**src/hw/sub_exec_pkg.sv**
```systemverilog
// Package: encodings, phase codes, flag layout and carriers for the subtract execution unit
package sub_exec_pkg;

  // ==========================================================================
  // Widths and field positions
  // ==========================================================================
  localparam int DATA_W      = 8;               // Data path width
  localparam int INSN_W      = 16;              // Instruction word width
  localparam int NIB_W       = 4;               // Low nibble width for digit carry
  localparam int LIT_LSB     = 0;               // Literal / file address field low bit
  localparam int OP8_LSB     = 8;               // Upper-byte opcode low bit
  localparam int OP6_LSB     = 10;              // Six-bit opcode low bit
  localparam int DEST_BIT    = 9;               // Destination select bit
  localparam int ACCESS_BIT  = 8;               // Access bank select bit
  localparam int SIGN_BIT    = 7;               // Sign bit of an 8-bit value

  // ==========================================================================
  // Opcodes
  // ==========================================================================
  localparam logic [7:0] OPC_SUB_LIT    = 8'h08;   // 0000 1000 kkkk kkkk
  localparam logic [5:0] OPC_SUB_BORROW = 6'h15;   // 0101 01da ffff ffff

  // ==========================================================================
  // Selector codes
  // ==========================================================================
  localparam logic DEST_ACC     = 1'h0;         // Result goes to the accumulator
  localparam logic ACCESS_FORCE = 1'h0;         // Force the access bank
  localparam logic [3:0] ACCESS_BANK = 4'h0;    // Bank used when the access bank is forced

  // ==========================================================================
  // Reset values
  // ==========================================================================
  localparam logic [7:0] ACC_RST  = 8'h00;      // Accumulator after reset

  // ==========================================================================
  // Four-phase instruction cycle, one-hot
  // ==========================================================================
  typedef enum logic [3:0] {
    PH_DECODE  = 4'h1,
    PH_READ    = 4'h2,
    PH_PROCESS = 4'h4,
    PH_WRITE   = 4'h8
  } phase_type;

  // Decoded operation
  typedef enum logic [2:0] {
    OP_NONE   = 3'h1,
    OP_LIT    = 3'h2,
    OP_BORROW = 3'h4
  } op_type;

  // Status flags carried together
  typedef struct packed {
    logic negative;
    logic overflow_flag;
    logic zero;
    logic digit_carry_flag;
    logic carry;
  } flags_type;

  // File register access request
  typedef struct packed {
    logic       en;
    logic [3:0] bank;
    logic [7:0] addr;
  } file_addr_type;

endpackage

```
**src/hw/sub_alu.sv**
```systemverilog
// Combinational 8-bit subtractor producing result and status flags
`timescale 1ns/1ps
`default_nettype none

module sub_alu
  import sub_exec_pkg::*;
#(
  parameter int W = DATA_W
) (
  input  wire logic [W-1:0] minuend,
  input  wire logic [W-1:0] subtrahend,
  input  wire logic         carryIn,
  output logic      [W-1:0] diff,
  output flags_type         flags
);

  // ==========================================================================
  // Subtraction as a + ~b + carryIn; carry out is the inverted borrow
  // ==========================================================================
  logic [W:0]       full;          // Sum with carry out
  logic [NIB_W:0]   low;           // Low nibble sum with nibble carry
  logic [W-1:0]     nb;            // Inverted subtrahend

  always_comb begin
    nb   = ~subtrahend;
    full = {1'b0, minuend} + {1'b0, nb} + {{W{1'b0}}, carryIn};
    low  = {1'b0, minuend[NIB_W-1:0]} + {1'b0, nb[NIB_W-1:0]}
         + {{NIB_W{1'b0}}, carryIn};
    diff = full[W-1:0];
    flags.carry            = full[W];
    flags.digit_carry_flag = low[NIB_W];
    flags.zero             = (full[W-1:0] == '0);
    flags.negative         = full[W-1];
    // Signs differ and result sign differs from minuend: out of -128..127
    flags.overflow_flag    = (minuend[W-1] ^ subtrahend[W-1])
                           & (minuend[W-1] ^ full[W-1]);
  end

endmodule

`default_nettype wire

```
**src/hw/subtract_literal_and_borrow_exec.sv**
```systemverilog
// Execution unit for the literal subtract and the subtract-with-borrow instructions
`timescale 1ns/1ps
`default_nettype none

module subtract_literal_and_borrow_exec
  import sub_exec_pkg::*;
#(
  parameter int W = DATA_W
) (
  input  wire logic                clk,
  input  wire logic                reset,
  input  wire logic [INSN_W-1:0]   insnWord,      // Fetched word, sampled at the end of phase one
  input  wire logic [3:0]          bankSelector,  // Current bank_selector value
  input  wire logic [W-1:0]        fileRdData,    // File register read data
  input  wire flags_type           statusIn,      // Status register as held by the core
  output file_addr_type            fileRd,        // File read request (phase two)
  output file_addr_type            fileWr,        // File write request (one clock after phase four)
  output logic      [W-1:0]        fileWrData,    // File write data
  output logic      [W-1:0]        acc,           // Accumulator
  output logic                     statusWe,      // Status write strobe (one clock after phase four)
  output flags_type                statusOut,     // New status flags
  output phase_type                phase,         // Current phase
  output logic                     insnDone       // Pulse at the end of each cycle
);

  // ==========================================================================
  // State
  // ==========================================================================
  phase_type     phase_ff;        // Four-phase sequencer
  op_type        op_ff;           // Operation latched in decode
  logic          dest_ff;         // Destination select
  logic [7:0]    lit_ff;          // Literal or file address
  logic [3:0]    bank_ff;         // Resolved bank
  logic [W-1:0]  opnd_ff;         // Operand read in phase two
  logic [W-1:0]  res_ff;          // Result computed in phase three
  flags_type     flg_ff;          // Flags computed in phase three
  logic [W-1:0]  acc_ff;          // Accumulator
  file_addr_type fileRd_ff;       // Registered read request
  file_addr_type fileWr_ff;       // Registered write request
  logic [W-1:0]  fileWrData_ff;   // Registered write data
  logic          statusWe_ff;     // Registered status strobe
  flags_type     statusOut_ff;    // Registered status value

  // ==========================================================================
  // Decode of the current word
  // ==========================================================================
  op_type     nxt_op;
  logic [3:0] nxt_bank;

  // Opcode compare; anything else is left to the rest of the core
  always_comb begin
    if (insnWord[INSN_W-1:OP8_LSB] == OPC_SUB_LIT) begin
      nxt_op = OP_LIT;
    end else if (insnWord[INSN_W-1:OP6_LSB] == OPC_SUB_BORROW) begin
      nxt_op = OP_BORROW;
    end else begin
      nxt_op = OP_NONE;
    end
    // Access bit 0 forces the access bank, 1 takes the bank_selector
    nxt_bank = (insnWord[ACCESS_BIT] == ACCESS_FORCE) ? ACCESS_BANK
                                                      : bankSelector;
  end

  // ==========================================================================
  // Arithmetic
  // ==========================================================================
  logic [W-1:0] minuend;
  logic [W-1:0] subtrahend;
  logic         cin;
  logic [W-1:0] diff;
  flags_type    aluFlags;

  // Literal op: k - acc with no borrow in; borrow op: acc - f - ~C
  always_comb begin
    if (op_ff == OP_LIT) begin
      minuend    = lit_ff;
      subtrahend = acc_ff;
      cin        = 1'b1;
    end else begin
      minuend    = acc_ff;
      subtrahend = opnd_ff;
      cin        = statusIn.carry;
    end
  end

  sub_alu #(
    .W (W)
  ) u_alu (
    .minuend    (minuend),
    .subtrahend (subtrahend),
    .carryIn    (cin),
    .diff       (diff),
    .flags      (aluFlags)
  );

  // ==========================================================================
  // Phase sequencer: one instruction cycle is four clocks
  // ==========================================================================
  always_ff @(posedge clk or posedge reset) begin
    if (reset) begin
      phase_ff <= PH_DECODE;
    end else begin
      unique case (phase_ff)
        PH_DECODE:  phase_ff <= PH_READ;
        PH_READ:    phase_ff <= PH_PROCESS;
        PH_PROCESS: phase_ff <= PH_WRITE;
        PH_WRITE:   phase_ff <= PH_DECODE;
      endcase
    end
  end

  // ==========================================================================
  // Decode latch (phase one)
  // ==========================================================================
  always_ff @(posedge clk or posedge reset) begin
    if (reset) begin
      op_ff   <= OP_NONE;
      dest_ff <= DEST_ACC;
      lit_ff  <= '0;
      bank_ff <= '0;
    end else if (phase_ff == PH_DECODE) begin
      op_ff   <= nxt_op;
      dest_ff <= insnWord[DEST_BIT];
      lit_ff  <= insnWord[OP8_LSB-1:LIT_LSB];
      bank_ff <= nxt_bank;
    end
  end

  // ==========================================================================
  // Operand read (phase two); file data sampled at the end of the phase
  // ==========================================================================
  always_ff @(posedge clk or posedge reset) begin
    if (reset) begin
      opnd_ff   <= '0;
      fileRd_ff <= '0;
    end else begin
      // Request is raised for the read phase only, so the file sees one access
      fileRd_ff.en   <= (phase_ff == PH_DECODE) && (nxt_op == OP_BORROW);
      fileRd_ff.bank <= (phase_ff == PH_DECODE) ? nxt_bank : fileRd_ff.bank;
      fileRd_ff.addr <= (phase_ff == PH_DECODE) ? insnWord[OP8_LSB-1:LIT_LSB]
                                                : fileRd_ff.addr;
      if (phase_ff == PH_READ) begin
        opnd_ff <= (op_ff == OP_LIT) ? lit_ff : fileRdData;
      end
    end
  end

  // ==========================================================================
  // Compute (phase three)
  // ==========================================================================
  always_ff @(posedge clk or posedge reset) begin
    if (reset) begin
      res_ff <= '0;
      flg_ff <= '0;
    end else if (phase_ff == PH_PROCESS) begin
      res_ff <= diff;
      flg_ff <= aluFlags;
    end
  end

  // ==========================================================================
  // Write back (phase four)
  // ==========================================================================
  logic doWrite;
  logic toAcc;

  // Literal subtract always lands in the accumulator
  always_comb begin
    doWrite = (phase_ff == PH_WRITE) && (op_ff != OP_NONE);
    toAcc   = (op_ff == OP_LIT) || (dest_ff == DEST_ACC);
  end

  // Accumulator update
  always_ff @(posedge clk or posedge reset) begin
    if (reset) begin
      acc_ff <= ACC_RST;
    end else if (doWrite && toAcc) begin
      acc_ff <= res_ff;
    end
  end

  // File write request, registered so it shows one clock after phase four
  always_ff @(posedge clk or posedge reset) begin
    if (reset) begin
      fileWr_ff     <= '0;
      fileWrData_ff <= '0;
    end else begin
      fileWr_ff.en   <= doWrite && !toAcc;
      fileWr_ff.bank <= bank_ff;
      fileWr_ff.addr <= lit_ff;
      fileWrData_ff  <= res_ff;
    end
  end

  // Status update for both operations
  always_ff @(posedge clk or posedge reset) begin
    if (reset) begin
      statusWe_ff  <= 1'b0;
      statusOut_ff <= '0;
    end else begin
      statusWe_ff  <= doWrite;
      statusOut_ff <= doWrite ? flg_ff : statusOut_ff;
    end
  end

  // ==========================================================================
  // Outputs
  // ==========================================================================
  assign acc        = acc_ff;
  assign fileRd     = fileRd_ff;
  assign fileWr     = fileWr_ff;
  assign fileWrData = fileWrData_ff;
  assign statusWe   = statusWe_ff;
  assign statusOut  = statusOut_ff;
  assign phase      = phase_ff;
  assign insnDone   = (phase_ff == PH_WRITE);

endmodule

`default_nettype wire

```
**config.mk**
```make
export PLATFORM = sky130hd
export DESIGN_NAME = subtract_literal_and_borrow_exec
export DESIGN_NICKNAME = d
export VERILOG_FILES = /design/src/hw/sub_exec_pkg.sv /design/src/hw/sub_alu.sv /design/src/hw/subtract_literal_and_borrow_exec.sv
export SDC_FILE = /design/constraint.sdc
export NUM_CORES = 1
export LEC_CHECK = 0
export BUFFER_PORTS_ARGS = -buffer_cell sky130_fd_sc_hd__buf_4
export CAP_MARGIN = 20
export CORE_UTILIZATION = 48
export CTS_CLUSTER_DIAMETER = 40
export DETAILED_ROUTE_END_ITERATION = 10
export PLACE_DENSITY = 0.73
export SETUP_SLACK_MARGIN = 0.15
export SYNTH_ARGS = -nofsm -noshare
export SYNTH_HDL_FRONTEND = slang
export SYNTH_HIERARCHICAL = 1
export SYNTH_SLANG_ARGS = --single-unit
```
**constraint.sdc**
```tcl
create_clock -name clk -period 3.5 [get_ports clk]
set_clock_uncertainty 0.1 [all_clocks]
set_input_delay 0.525 -clock clk [delete_from_list [all_inputs] [get_ports clk]]
set_output_delay 0.525 -clock clk [all_outputs]
set_load 0.02 [all_outputs]
```
[After elaboration in Yosys (flattened, before gate mapping)]
Index checks and enable logic that the tools add are counted.
Word-level totals
  bits in registers: 77
  input bits: 35
Cells by class
  multiplexer cells: 8
  equality and inequality tests: 9
  $add $sub $neg: 4
  bitwise gates (word level): 5
  reductions and logical operators: 7
Operators by type and width (number)
  8-bit two-way mux: 3
  4-bit case mux with 4 select lines: 1
  8-bit by 8-bit adder with 9-bit output: 1
  9-bit by 1-bit adder with 9-bit output: 1
  8-bit by 4-bit equality test with 1-bit output, second input constant: 1
  8-bit logical NOT: 1
  8-bit NOT: 1
  6-bit by 5-bit equality test with 1-bit output, second input constant: 1
  3-bit two-way mux: 2
  4-bit by 4-bit adder with 5-bit output: 1
  5-bit by 1-bit adder with 5-bit output: 1
  4-bit by 1-bit equality test with 1-bit output, second input constant: 1
  4-bit by 2-bit equality test with 1-bit output, second input constant: 1
  4-bit by 3-bit equality test with 1-bit output, second input constant: 1
  4-bit equality test, second input constant: 1
  1-bit logical AND: 4
  4-bit two-way mux: 1
  3-bit by 2-bit equality test with 1-bit output, second input constant: 1
  3-bit equality test, second input constant: 1
  3-bit by 1-bit != test with 1-bit output, second input constant: 1
  1-bit XOR: 2
  1-bit AND: 1
  1-bit logical NOT: 1
  1-bit logical OR: 1
  other kinds (2): 2

[Logic depth before layout (Yosys ltp)]
Gate-level depths: netlist (run 1).
  depth in word-level cells: 7
  depth in mapped cells: 13

[Hierarchy]
Netlist (run 1), hierarchy kept.
Modules (own cells, without submodules)
  subtract_literal_and_borrow_exec: instances 1, area each 2942.8 sq um, cells an instance 195
  sub_alu: instances 1, area each 478.0 sq um, cells an instance 61

[Worst setup path before layout (run 1)]
No wires, ideal clock.
  kind: reg-to-reg
  from: reg op_ff[0]
  to: reg flg_ff[2] in the netlist's numbering
  setup slack: 131 ps
  setup time: 65 ps
  arrival time: 3204 ps
  period minus slack after synthesis: 3369 ps
  required time: 3335 ps
  buffers on the path: 1
  cell stages (with the launch flop): 13
  cells stage by stage: dfstp_2 -> or3b_1 -> buf_2 -> mux2_2 -> fa_1 -> inv_1 -> fa_1 -> nor2b_4 -> o21a_1 -> or3_1 -> a211o_1 -> nor4_2 -> mux2_2
RTL lines
  from (decl): RTL line subtract_literal_and_borrow_exec.sv:30  | op_type op_ff;
  from (signal assigned): RTL line subtract_literal_and_borrow_exec.sv:122  | op_ff <= nxt_op;
  to (signal assigned): RTL line subtract_literal_and_borrow_exec.sv:157  | flg_ff <= aluFlags;
  to (decl): RTL line subtract_literal_and_borrow_exec.sv:36  | flags_type flg_ff;

==> summary.txt, run 1 <==
outcome -> finished, final reports clean
total core area -> 6832 µm²
Num CTS Buffers -> 9
sequential share of the synthesized area -> 56.40%
Site Rows -> 30
Placement Cell Area -> 4189 µm²
die area -> 7468 µm²
number of synthesis warnings -> 6
Final Max Tran Viols -> 0
Clock Latency Late Sink -> 0.35 ns
Ant. Diodes -> 0
I/O Pins -> 88
PD cells -> 491.1 nW/µm²
Yosys top cell by area -> dfrtp_1
Leakage -> 2.215 nW
vias per cell -> 5.107
Async SR Flop Fraction -> 100.0%
Tmin final -> 3.279 ns
Sink Count -> 77
Vias -> 2298
WL final -> 6.954 mm
RSZ-0062 raised after global routing -> true
Detail Route Antenna Nets -> 0
via count of the first global-routing pass -> 2344
Final Power -> 2.183 mW
Max Cap Viol -> 0
Syn Nets -> 300
critical path type -> reg2reg
Final period util -> 93.69%
Fin Hold WS -> 0.2323 ns
Finished Core Util -> 65.07%
Final GP Congestion -> 0.7971
worst-margin pin slew -> 0.7995 ns
pin count of the biggest net entering global routing -> 42
DP HPWL -> 4.886 mm
Initial Utilization -> 50.07%
Die Y-Extent -> 86.42 µm
switching fraction of total power -> 26.69%
Final Hold Fails -> 0
initial DRC count -> 62
Port Buf Inserts -> 83
Placed Cells -> 432
Crit path required time -> 3.64 ns
area grow syn2layout -> 29.96%
DP Worst Slack -> 0.1282 ns
clk slew on worst S/H paths -> 0.08 ns
cell-internal power -> 1.601 mW
WP data arrival -> 3.42 ns
Synth Instances -> 256
Synth Register Bits -> 77
H-tree depth -> 3
CTS tree -> built
DRC viols -> 0
synth top area cells -> dfrtp_1 55%, mux2_2 17%, mux2i_1 2.6%
CP startpoint kind -> register
TNS Setup -> 0 ns
Final setup violation count -> 0
Clock Tree Root -> clkbuf_8
fraction of layout cells with a size suffix above 1 -> 50.28%
mean area per synthesized cell -> 13.36 µm²
initial antenna violation count -> 0
clock network fraction of total power -> 34.2%
Worst VDD drop -> 0.0002453 V
Total Routing Usage GR -> 20.50%
Worst slew margin -> 46.62%
Flop pwr share -> 47.4%
nets -> 393
Logic pwr share -> 18.4%
count of cell types in the netlist -> 47
Post-Syn Area -> 3421 µm²
Worst Hold Class -> in2async
global-route wire length before repair -> 11.50 mm
Remaining Overflow, GRT -> 0
Finished Layout Cells -> 450
Main synth FF type -> dfrtp_1
Die Width -> 86.42 µm
DRT Pass-1 Iters -> 4
Post-synth EDFFs -> 0
Clock Path Buffers -> 2
CP Capture Type -> register
CP max FO -> 19
wire length per cell after detailed routing -> 15.45 µm
# hold bufs at CTS -> 0
Achievable Freq -> 305.0 MHz
cell area after layout -> 4446 µm²
final setup margin -> 0.2208 ns
Yosys top cell area share -> 54.86%
Psw -> 0.5827 mW
timing repair:
action | CTS | global route
pin swaps | 0 | 3
setup endpoints to repair | 1 | 2
setup buffers | 0 | 2
gates resized for setup | 1 | 6
Yosys cell counts (3+ instances only):
cell type and n:
nand2_1 10, o21a_1 3, a21o_1 3, mux2_2 51, dfrtp_1 75, o21ai_0 8, nor2_1 13, mux2i_1 9
xnor2_1 3, ha_1 7, a21oi_1 10, clkbuf_1 3, inv_1 13, nor3_1 3, buf_2 3, nand2b_1 3
final timing paths:
| check | endpoint | depth (start not counted) | start | slack (ns) |
|---|---|---|---|---|
| max | flg_ff[2] | 10 | op_ff[2] | 0.22 |
| min | fileWr[2] | 2 | reset | 0.23 |
| max reg2reg | flg_ff[2] | 10 | op_ff[2] | 0.22 |
| min reg2reg | fileWrData[7] | 0 | res_ff[7] | 0.30 |
| max in group asynchronous | fileWrData[4] | 3 | reset | 2.37 |
| min in group clk | fileRd[12] | 2 | insnWord[15] | 0.27 |
per-layer routing:
layer  share of wire (%)  global-route usage (%)
met3                 3.9                   5.143
met2                  49                   32.76
met5                   0                       0
met1                  45                   26.54
met4                 1.6                   9.091
layout make-up:
cell class,instances,area (µm²)
Tap cell,96,120.1
Sequential cell,77,1931
Multi-Input combinational cell,158,1423
Clock buffer,11,141.4
Clock inverter,5,81.33
Fill cell,544,2386
Timing Repair Buffer,90,700.7
Inverter,13,48.80
placed cells by master, fill, tap and decap left out, types with 3 or more instances in the layout:
master and instances:
buf_4 88, dfrtp_1 74, mux2_2 50, nor2_1 13, inv_1 12, nand2_1 10, a21oi_1 10, clkbuf_8 10
mux2i_1 9, o21ai_0 7, ha_1 7, nor3_1 3, nand2b_1 3, a21o_1 3, o21a_1 3, xnor2_1 3
worst max-delay path, stage by stage, from the launching register on:
cell and delay [ns]:
dfrtp_2 0.44, or3b_4 0.43, buf_12 0.18, mux2_2 0.30, ha_1 0.33, a211oi_2 0.29, nor3_2 0.11, or4b_1 0.53
nand4_2 0.13, nor4_2 0.06, mux2_4 0.26
flip-flops by register name (all words and copies together) (netlist names):
name,cells
acc,8
dest_ff,1
fileRd,13
fileWr,13
fileWrData,8
flg_ff,5
op_ff,3
opnd_ff,8
phase,4
res_ff,8
statusOut,5
statusWe,1
power groups by stage:
stage | combinational [mW] | sequential [mW] | clock, mW
after detailed placement | 0.397 | 1.05 | 0
after CTS | 0.399 | 1.04 | 0.769
after floorplan | 0.185 | 1.10 | 0
final | 0.402 | 1.03 | 0.747
after global placement | 0.388 | 1.05 | 0
after global routing | 0.436 | 1.05 | 0.800
cell families after synthesis:
logic type      share of synthesized area [%]
flops                                   56.40
mux                                     19.75
simple gates                            9.729
compound gates                          7.096
buf+inv                                 2.524
fa+ha+maj                               3.731
xor+xnor                               0.7682
Note: power is estimated with default switching activity, not from simulation.
==> run 2: changes to the inputs <==
Settings changed: BUFFER_PORTS_ARGS -buffer_cell sky130_fd_sc_hd__buf_4 to -buffer_cell sky130_fd_sc_hd__buf_2, MAX_ROUTING_LAYER set to met4.
==> run 2 against run 1 <==
  * Flip-flop and latch count unchanged
  * Total power decreased by 2.9%
  * Setup slack improved by 0.077 ns
  * Maximum frequency increased by 2.4%
  * Critical endpoint unchanged
  * Highest routed layer unchanged
==> summary.txt, run 2 (synthesis gave the netlist of run 1 again) <==
outcome -> finished, final reports clean (unchanged)
crit-path most repeated cell -> mux2_2
clock network fraction of total power -> 34.3% (was 34.2%)
WL final -> 6.453 mm (was 6.954 mm)
Clock Path Buffers -> 2 (unchanged)
Initial Utilization -> 50.07% (unchanged)
Logic pwr share -> 17.0% (was 18.4%)
Final Hold Fails -> 0 (unchanged)
worst-margin pin slew -> 0.9399 ns (was 0.7995 ns)
Final GP Congestion -> 0.8141 (was 0.7971)
fraction of layout cells with a size suffix above 1 -> 50.28% (about the same)
fillers -> 561 (was 544)
area grow syn2layout -> 23.30% (was 29.96%)
PD cells -> 502.4 nW/µm² (was 491.1 nW/µm²)
CP startpoint kind -> register (unchanged)
Final Max Tran Viols -> 0 (unchanged)
Vias -> 2246 (was 2298)
most frequent cells in the layout -> 83 x buf_2, 74 x dfrtp_1, 51 x mux2_2 (was 88 x buf_4, 74 x dfrtp_1, 50 x mux2_2)
Flop pwr share -> 48.7% (was 47.4%)
DP HPWL -> 4.507 mm (was 4.886 mm)
Worst Hold Class -> in2reg (was in2async)
pin count of the biggest net entering global routing -> 78 (was 42)
DRT Pass-1 Iters -> 4 (unchanged)
RSZ-0062 raised after global routing -> false (was true)
Die Width -> 86.42 µm (unchanged)
via count of the first global-routing pass -> 2160 (was 2344)
worst-path cell chain -> or3b_4, buf_12, mux2_2, inv_1, ha_1, a21o_1, a31o_2, or4b_4, nand4_4, nor4_2, mux2_2 (was or3b_4, buf_12, mux2_2, ha_1, a211oi_2, nor3_2, or4b_1, nand4_2, nor4_2, mux2_4)
TNS Setup -> 0 ns (unchanged)
critical path type -> reg2reg (unchanged)
DP Worst Slack -> 0.1209 ns (was 0.1282 ns)
Die Y-Extent -> 86.42 µm (unchanged)
Port Buf Inserts -> 83 (unchanged)
Achievable Freq -> 312.3 MHz (was 305.0 MHz)
CP max stage cell -> dfstp_2 (was or4b_1)
initial DRC count -> 75 (was 62)
Tmin final -> 3.202 ns (was 3.279 ns)
worst hold path stage count -> 2
cell-internal power -> 1.556 mW (was 1.601 mW)
Placed Cells -> 432 (unchanged)
Fin Hold WS -> 0.2860 ns (was 0.2323 ns)
Clock Tree Root -> clkbuf_8 (unchanged)
Psw -> 0.5628 mW (was 0.5827 mW)
Site Rows -> 30 (unchanged)
switching fraction of total power -> 26.56% (was 26.69%)
Crit path required time -> 3.64 ns (about the same)
Total Routing Usage GR -> 19.53% (was 20.50%)
Ant. Diodes -> 0 (unchanged)
Leakage -> 2.151 nW (was 2.215 nW)
initial antenna violation count -> 0 (unchanged)
CTS tree -> built (unchanged)
Max Cap Viol -> 0 (unchanged)
Detail Route Antenna Nets -> 0 (unchanged)
commonest non-fill, non-tap cell in the layout -> buf_2 (was buf_4)
worst r2r path cells -> 11 (was 10)
Clock Latency Late Sink -> 0.35 ns (about the same)
Finished Layout Cells -> 448 (was 450)
die area -> 7468 µm² (unchanged)
Final setup violation count -> 0 (unchanged)
WP data arrival -> 3.34 ns (was 3.42 ns)
total core area -> 6832 µm² (unchanged)
vias per cell -> 5.013 (was 5.107)
CP Capture Type -> register (unchanged)
final setup margin -> 0.2980 ns (was 0.2208 ns)
clk slew on worst S/H paths -> 0.08 ns (about the same)
I/O Pins -> 88 (unchanged)
global-route wire length before repair -> 10.61 mm (was 11.50 mm)
Worst slew margin -> 37.34% (was 46.62%)
Final period util -> 91.49% (was 93.69%)
Worst VDD drop -> 0.0003115 V (was 0.0002453 V)
Sink Count -> 77 (unchanged)
wire length per cell after detailed routing -> 14.40 µm (was 15.45 µm)
CP max FO -> 19 (unchanged)
CP max stage delay -> 0.60 ns (was 0.53 ns)
DRC viols -> 0 (unchanged)
nets -> 392 (was 393)
Remaining Overflow, GRT -> 0 (unchanged)
H-tree depth -> 3 (unchanged)
Num CTS Buffers -> 9 (unchanged)
-- run 2: cell types whose count changed in the layout (fill, tap and decap cells not counted), sizes merged --
cell / previous run / this run
inv: 14 / 13
buf: 90 / 89
-- run 2: power by group through the flow --
stage                     Sequential (mW)  Clock (mW)  Combinational [mW]
after floorplan                      1.10           0               0.185
after global placement               1.05           0               0.348
after detailed placement             1.05           0               0.354
after CTS                            1.03       0.742               0.357
after global routing                 1.04       0.780               0.395
final                                1.03       0.727               0.360
-- run 2: what timing repair did --
item                       CTS  global route
pin swaps                    0             3
resized for setup            2             6
setup endpoints to repair    1             2
hold buffers                 0             0
buffers inserted             0             1
-- run 2: critical path, delay by kind of cell, from the launching register on --
kind / cells / cell delay [ns]
DFF: 1 / 0.60
muxes: 2 / 0.60
AOI/OAI and AO/OA: 2 / 0.45
adders and majority gates: 1 / 0.27
buffers and inverters: 2 / 0.22
and+or+nand+nor: 4 / 0.84
-- run 2: stage by stage --
step / utilization (%) / area, µm² / power (mW)
after floorplan: - / 3423 / 1.287
after global placement: 58.10 / 3969 / 1.394
after detailed placement: 58.10 / 3969 / 1.401
after CTS: 61.30 / 4188 / 2.131
after global routing: 61.74 / 4218 / 2.220
final: 61.74 / 4218 / 2.119
-- run 2: area by class of cell --
class | instances | area [µm²] | area share [%]
flip-flops and latches | 77 | 1931 | 45.77
multi-input cells | 158 | 1431 | 33.94
repair buffers | 89 | 473.0 | 11.21
clock buffers | 11 | 141.4 | 3.352
well taps | 96 | 120.1 | 2.848
clock inverters | 4 | 72.57 | 1.721
inverters | 13 | 48.80 | 1.157
-- run 2: routing by layer --
layer  global-route usage (%)  vias to the layer above  routed length [µm]
met4                    6.515                        0                 127
met1                    25.79                     1093                2984
met2                    29.29                       54                3060
li1                         -                     1089                   -
met5                        -                        -                   0
met3                    5.429                       10                 280
-- run 2: path summary, 6_finish.rpt --
path                              startpoint          to  slack, ns
worst max-delay path                op_ff[0]   flg_ff[2]       0.30
worst min-delay path            insnWord[13]  fileRd[12]       0.29
worst max register to register      op_ff[0]   flg_ff[2]       0.30
worst min register to register     fileRd[9]   fileWr[9]       0.30
max in group asynchronous              reset    op_ff[2]       2.29
min in group asynchronous              reset   fileWr[0]       0.36
==> run 3: changes to the inputs <==
Settings changed: CORE_UTILIZATION 48 to 47, SYNTH_HIERARCHICAL 1 to not set.
==> run 3 against run 2 <==
  * The flow now finishes with violations (design-rule violations)
  * Critical endpoint is now flg_ff[0]
  * Die area is 4.8% lower
  * Combinational power decreased by 11%
  * Flip-flop and latch count fell by 1
  * Clock power shrank 13%
  * Global-route usage grew 0.75 points
  * Highest routed layer unchanged
  * Total power is 6.7% lower
  * Design area down 7.1%
  * Non-clock buffer count grew 2
  * First-iteration DRC count fell by 4.0%
==> summary.txt, run 3 <==
Final Power -> 1.978 mW (was 2.119 mW)
Final GP Congestion -> 0.8813 (was 0.8141)
clock network fraction of total power -> 32.2% (was 34.3%)
Final Max Tran Viols -> 0 (unchanged)
CTS tree -> built (unchanged)
synth top area cells -> dfrtp_1 58%, mux2_2 7.8%, nand2_1 5.7% (was dfrtp_1 55%, mux2_2 17%, mux2i_1 2.6%)
WL final -> 6.236 mm (was 6.453 mm)
Post-synth EDFFs -> 0 (unchanged)
Num CTS Buffers -> 9 (unchanged)
fraction of layout cells with a size suffix above 1 -> 37.50% (was 50.28%)
Die Width -> 84.31 µm (was 86.42 µm)
Detail Route Antenna Nets -> 0 (unchanged)
Yosys top cell by area -> dfrtp_1 (unchanged)
Site Rows -> 29 (was 30)
FF-to-FF setup slack -> 0.33 ns (was 0.30 ns)
CP max stage delay -> 0.60 ns (about the same)
Vias -> 2272 (was 2246)
mean area per synthesized cell -> 11.88 µm² (was 13.36 µm²)
synth cell count leaders -> 74 x dfrtp_1, 48 x nand2_1, 22 x mux2_2 (was 75 x dfrtp_1, 51 x mux2_2, 13 x inv_1, 13 x nor2_1)
DRC viols -> 4 (was 0)
switching fraction of total power -> 28.18% (was 26.56%)
Async SR Flop Fraction -> 100.0% (unchanged)
DRT Pass-1 Iters -> 7 (was 4)
Port Buf Inserts -> 83 (unchanged)
Final Hold Fails -> 0 (unchanged)
commonest non-fill, non-tap cell in the layout -> buf_2 (unchanged)
Syn Nets -> 312 (was 300)
initial antenna violation count -> 0 (unchanged)
critical path type -> reg2reg (unchanged)
CP max FO -> 11 (was 19)
crit-path most repeated cell -> a21oi_1 (was mux2_2)
DP HPWL -> 4.616 mm (was 4.507 mm)
Clock Latency Late Sink -> 0.34 ns (was 0.35 ns)
via count of the first global-routing pass -> 2243 (was 2160)
Die Y-Extent -> 84.31 µm (was 86.42 µm)
Leakage -> 2.040 nW (was 2.151 nW)
pin count of the biggest net entering global routing -> 30 (was 78)
nets -> 407 (was 392)
RR Endpoint -> flg_ff[0] (was flg_ff[2])
final setup margin -> 0.3327 ns (was 0.2980 ns)
failing checks -> design-rule violations
I/O Pins -> 88 (unchanged)
# hold bufs at CTS -> 0 (unchanged)
clk slew on worst S/H paths -> 0.07 ns (was 0.08 ns)
worst-margin pin slew -> 0.5130 ns (was 0.9399 ns)
Logic pwr share -> 16.2% (was 17.0%)
CP max stage cell -> dfstp_2 (unchanged)
family with the most delay on the worst path -> compound AO/OA/AOI/OAI gates (was simple AND/OR/NAND/NOR gates)
cell-internal power -> 1.420 mW (was 1.556 mW)
H-tree depth -> 3 (unchanged)
Final period util -> 90.50% (was 91.49%)
area grow syn2layout -> 23.03% (was 23.30%)
CP Capture Type -> register (unchanged)
outcome -> finished, violations left (was finished, final reports clean)
Flop pwr share -> 51.6% (was 48.7%)
Total Routing Usage GR -> 20.28% (was 19.53%)
Psw -> 0.5573 mW (was 0.5628 mW)
count of cell types in the netlist -> 45 (was 47)
Crit path buffers/inverters -> 1 (was 2)
Yosys top cell area share -> 58.15% (was 54.86%)
number of synthesis warnings -> 0 (was 6)
DP Worst Slack -> 0.3667 ns (was 0.1209 ns)
initial DRC count -> 72 (was 75)
most frequent cells in the layout -> 83 x buf_2, 74 x dfrtp_1, 48 x nand2_1 (was 83 x buf_2, 74 x dfrtp_1, 51 x mux2_2)
RSZ-0062 raised after global routing -> false (unchanged)
vias per cell -> 5.106 (was 5.013)
sequential share of the synthesized area -> 59.80% (was 56.40%)
Crit path required time -> 3.62 ns (was 3.64 ns)
WP data arrival -> 3.29 ns (was 3.34 ns)
Ant. Diodes -> 0 (unchanged)
Final setup violation count -> 0 (unchanged)
Synth Instances -> 268 (was 256)
Post-Syn Area -> 3184 µm² (was 3421 µm²)
Synth Register Bits -> 76 (was 77)
top-count cell post-synth -> dfrtp_1 (unchanged)
RR Startpoint -> op_ff[0] (unchanged)
total core area -> 6459 µm² (was 6832 µm²)
Max Cap Viol -> 0 (unchanged)
Main synth FF type -> dfrtp_1 (unchanged)
Achievable Freq -> 315.7 MHz (was 312.3 MHz)
Remaining Overflow, GRT -> 0 (unchanged)
Worst slew margin -> 65.80% (was 37.34%)
TNS Setup -> 0 ns (unchanged)
Clock Path Buffers -> 2 (unchanged)
global-route wire length before repair -> 10.63 mm (was 10.61 mm)
Tmin final -> 3.167 ns (was 3.202 ns)
PD cells -> 504.8 nW/µm² (was 502.4 nW/µm²)
Sink Count -> 76 (was 77)
die area -> 7108 µm² (was 7468 µm²)
Worst Hold Class -> in2async (was in2reg)
worst r2r path cells -> 11 (unchanged)
wire length per cell after detailed routing -> 14.01 µm (was 14.40 µm)
Worst VDD drop -> 0.0002608 V (was 0.0003115 V)
Initial Utilization -> 49.30% (was 50.07%)
Clock Tree Root -> clkbuf_8 (unchanged)
worst-path cell chain -> or2_1, buf_4, nand2b_1, fa_1, fa_1, a211oi_1, o21bai_1, a21oi_1, o21ai_0, a21oi_1, a21oi_1 (was or3b_4, buf_12, mux2_2, inv_1, ha_1, a21o_1, a31o_2, or4b_4, nand4_4, nor4_2, mux2_2)
CP startpoint kind -> register (unchanged)
## run 3: cell types whose count changed in the layout (fill, tap and decap cells not counted), sizes merged, moves of 3 or more
cell    before  now
nand2       10   48
mux2        52   22
inv         13    5
a31oi        0    7
nor2        13   18
o21ai        8   13
clkinv       1    5
a21oi       11   14
nor3         4    1
nor4b        2    5
o21a         3    0
or4b         3    0
xor2         0    3
## run 3: area by class of cell
cell class,count,area [µm²]
inverter,5,20.02
sequential,76,1904
clock buffer,9,123.9
tap,77,96.34
multi-input combinational,180,1231
clock inverter,7,66.31
timing repair buffer,91,475.5
fill,568,2541
## run 3: cells by family after synthesis
logic type,Yosys count,synth area share (%)
xor+xnor,6,1.651
simple gates,89,13.56
compound gates,46,9.077
mux,30,10.29
buf+inv,12,1.611
fa+ha+maj,9,4.008
flops,76,59.80
## run 3: power by group through the flow
stage	clock, mW	sequential, mW	combinational, mW
final	0.636	1.02	0.320
after global routing	0.700	1.03	0.355
after CTS	0.655	1.02	0.325
after detailed placement	0	1.04	0.322
after global placement	0	1.03	0.314
after floorplan	0	1.10	0.147
## run 3: layer usage
metal | GRT usage, % | up-vias | wire length, µm
met2 | 31.07 | 67 | 2947
met4 | 7.994 | 0 | 96
met3 | 5.408 | 8 | 304
met5 | - | - | 0
li1 | - | 1126 | -
met1 | 25.89 | 1071 | 2887
## run 3: worst max-delay path by stage
stage | from | end | slack (ns) | cells after the start
after CTS | op_ff[2] | flg_ff[2] | 0.30 | 11
after detailed placement | op_ff[0] | flg_ff[2] | 0.37 | 10
after global routing | op_ff[0] | flg_ff[0] | 0.16 | 11
final | op_ff[0] | flg_ff[0] | 0.33 | 11
after global placement | op_ff[0] | flg_ff[2] | 0.42 | 10
after floorplan | op_ff[0] | flg_ff[2] | 0.36 | 10
## run 3: per-stage QoR
stage | util, % | cell area [µm²] | hold WS (ns) | std cells
floorplan | - | 3184 | 0.2701 | 268
global placement | 57.67 | 3725 | 0.2801 | 429
detailed placement | 57.67 | 3725 | 0.2810 | 429
CTS | 60.62 | 3915 | 0.05105 | 445
global route | 60.65 | 3918 | 0.05939 | 445
finish | 60.65 | 3918 | 0.04997 | 445
## run 3: timing repair
item                                    in CTS  in global routing
gates resized for setup                      0                  1
buffers inserted                             0                  0
hold endpoints to repair                     0                  0
endpoints found under the setup margin       0                  2
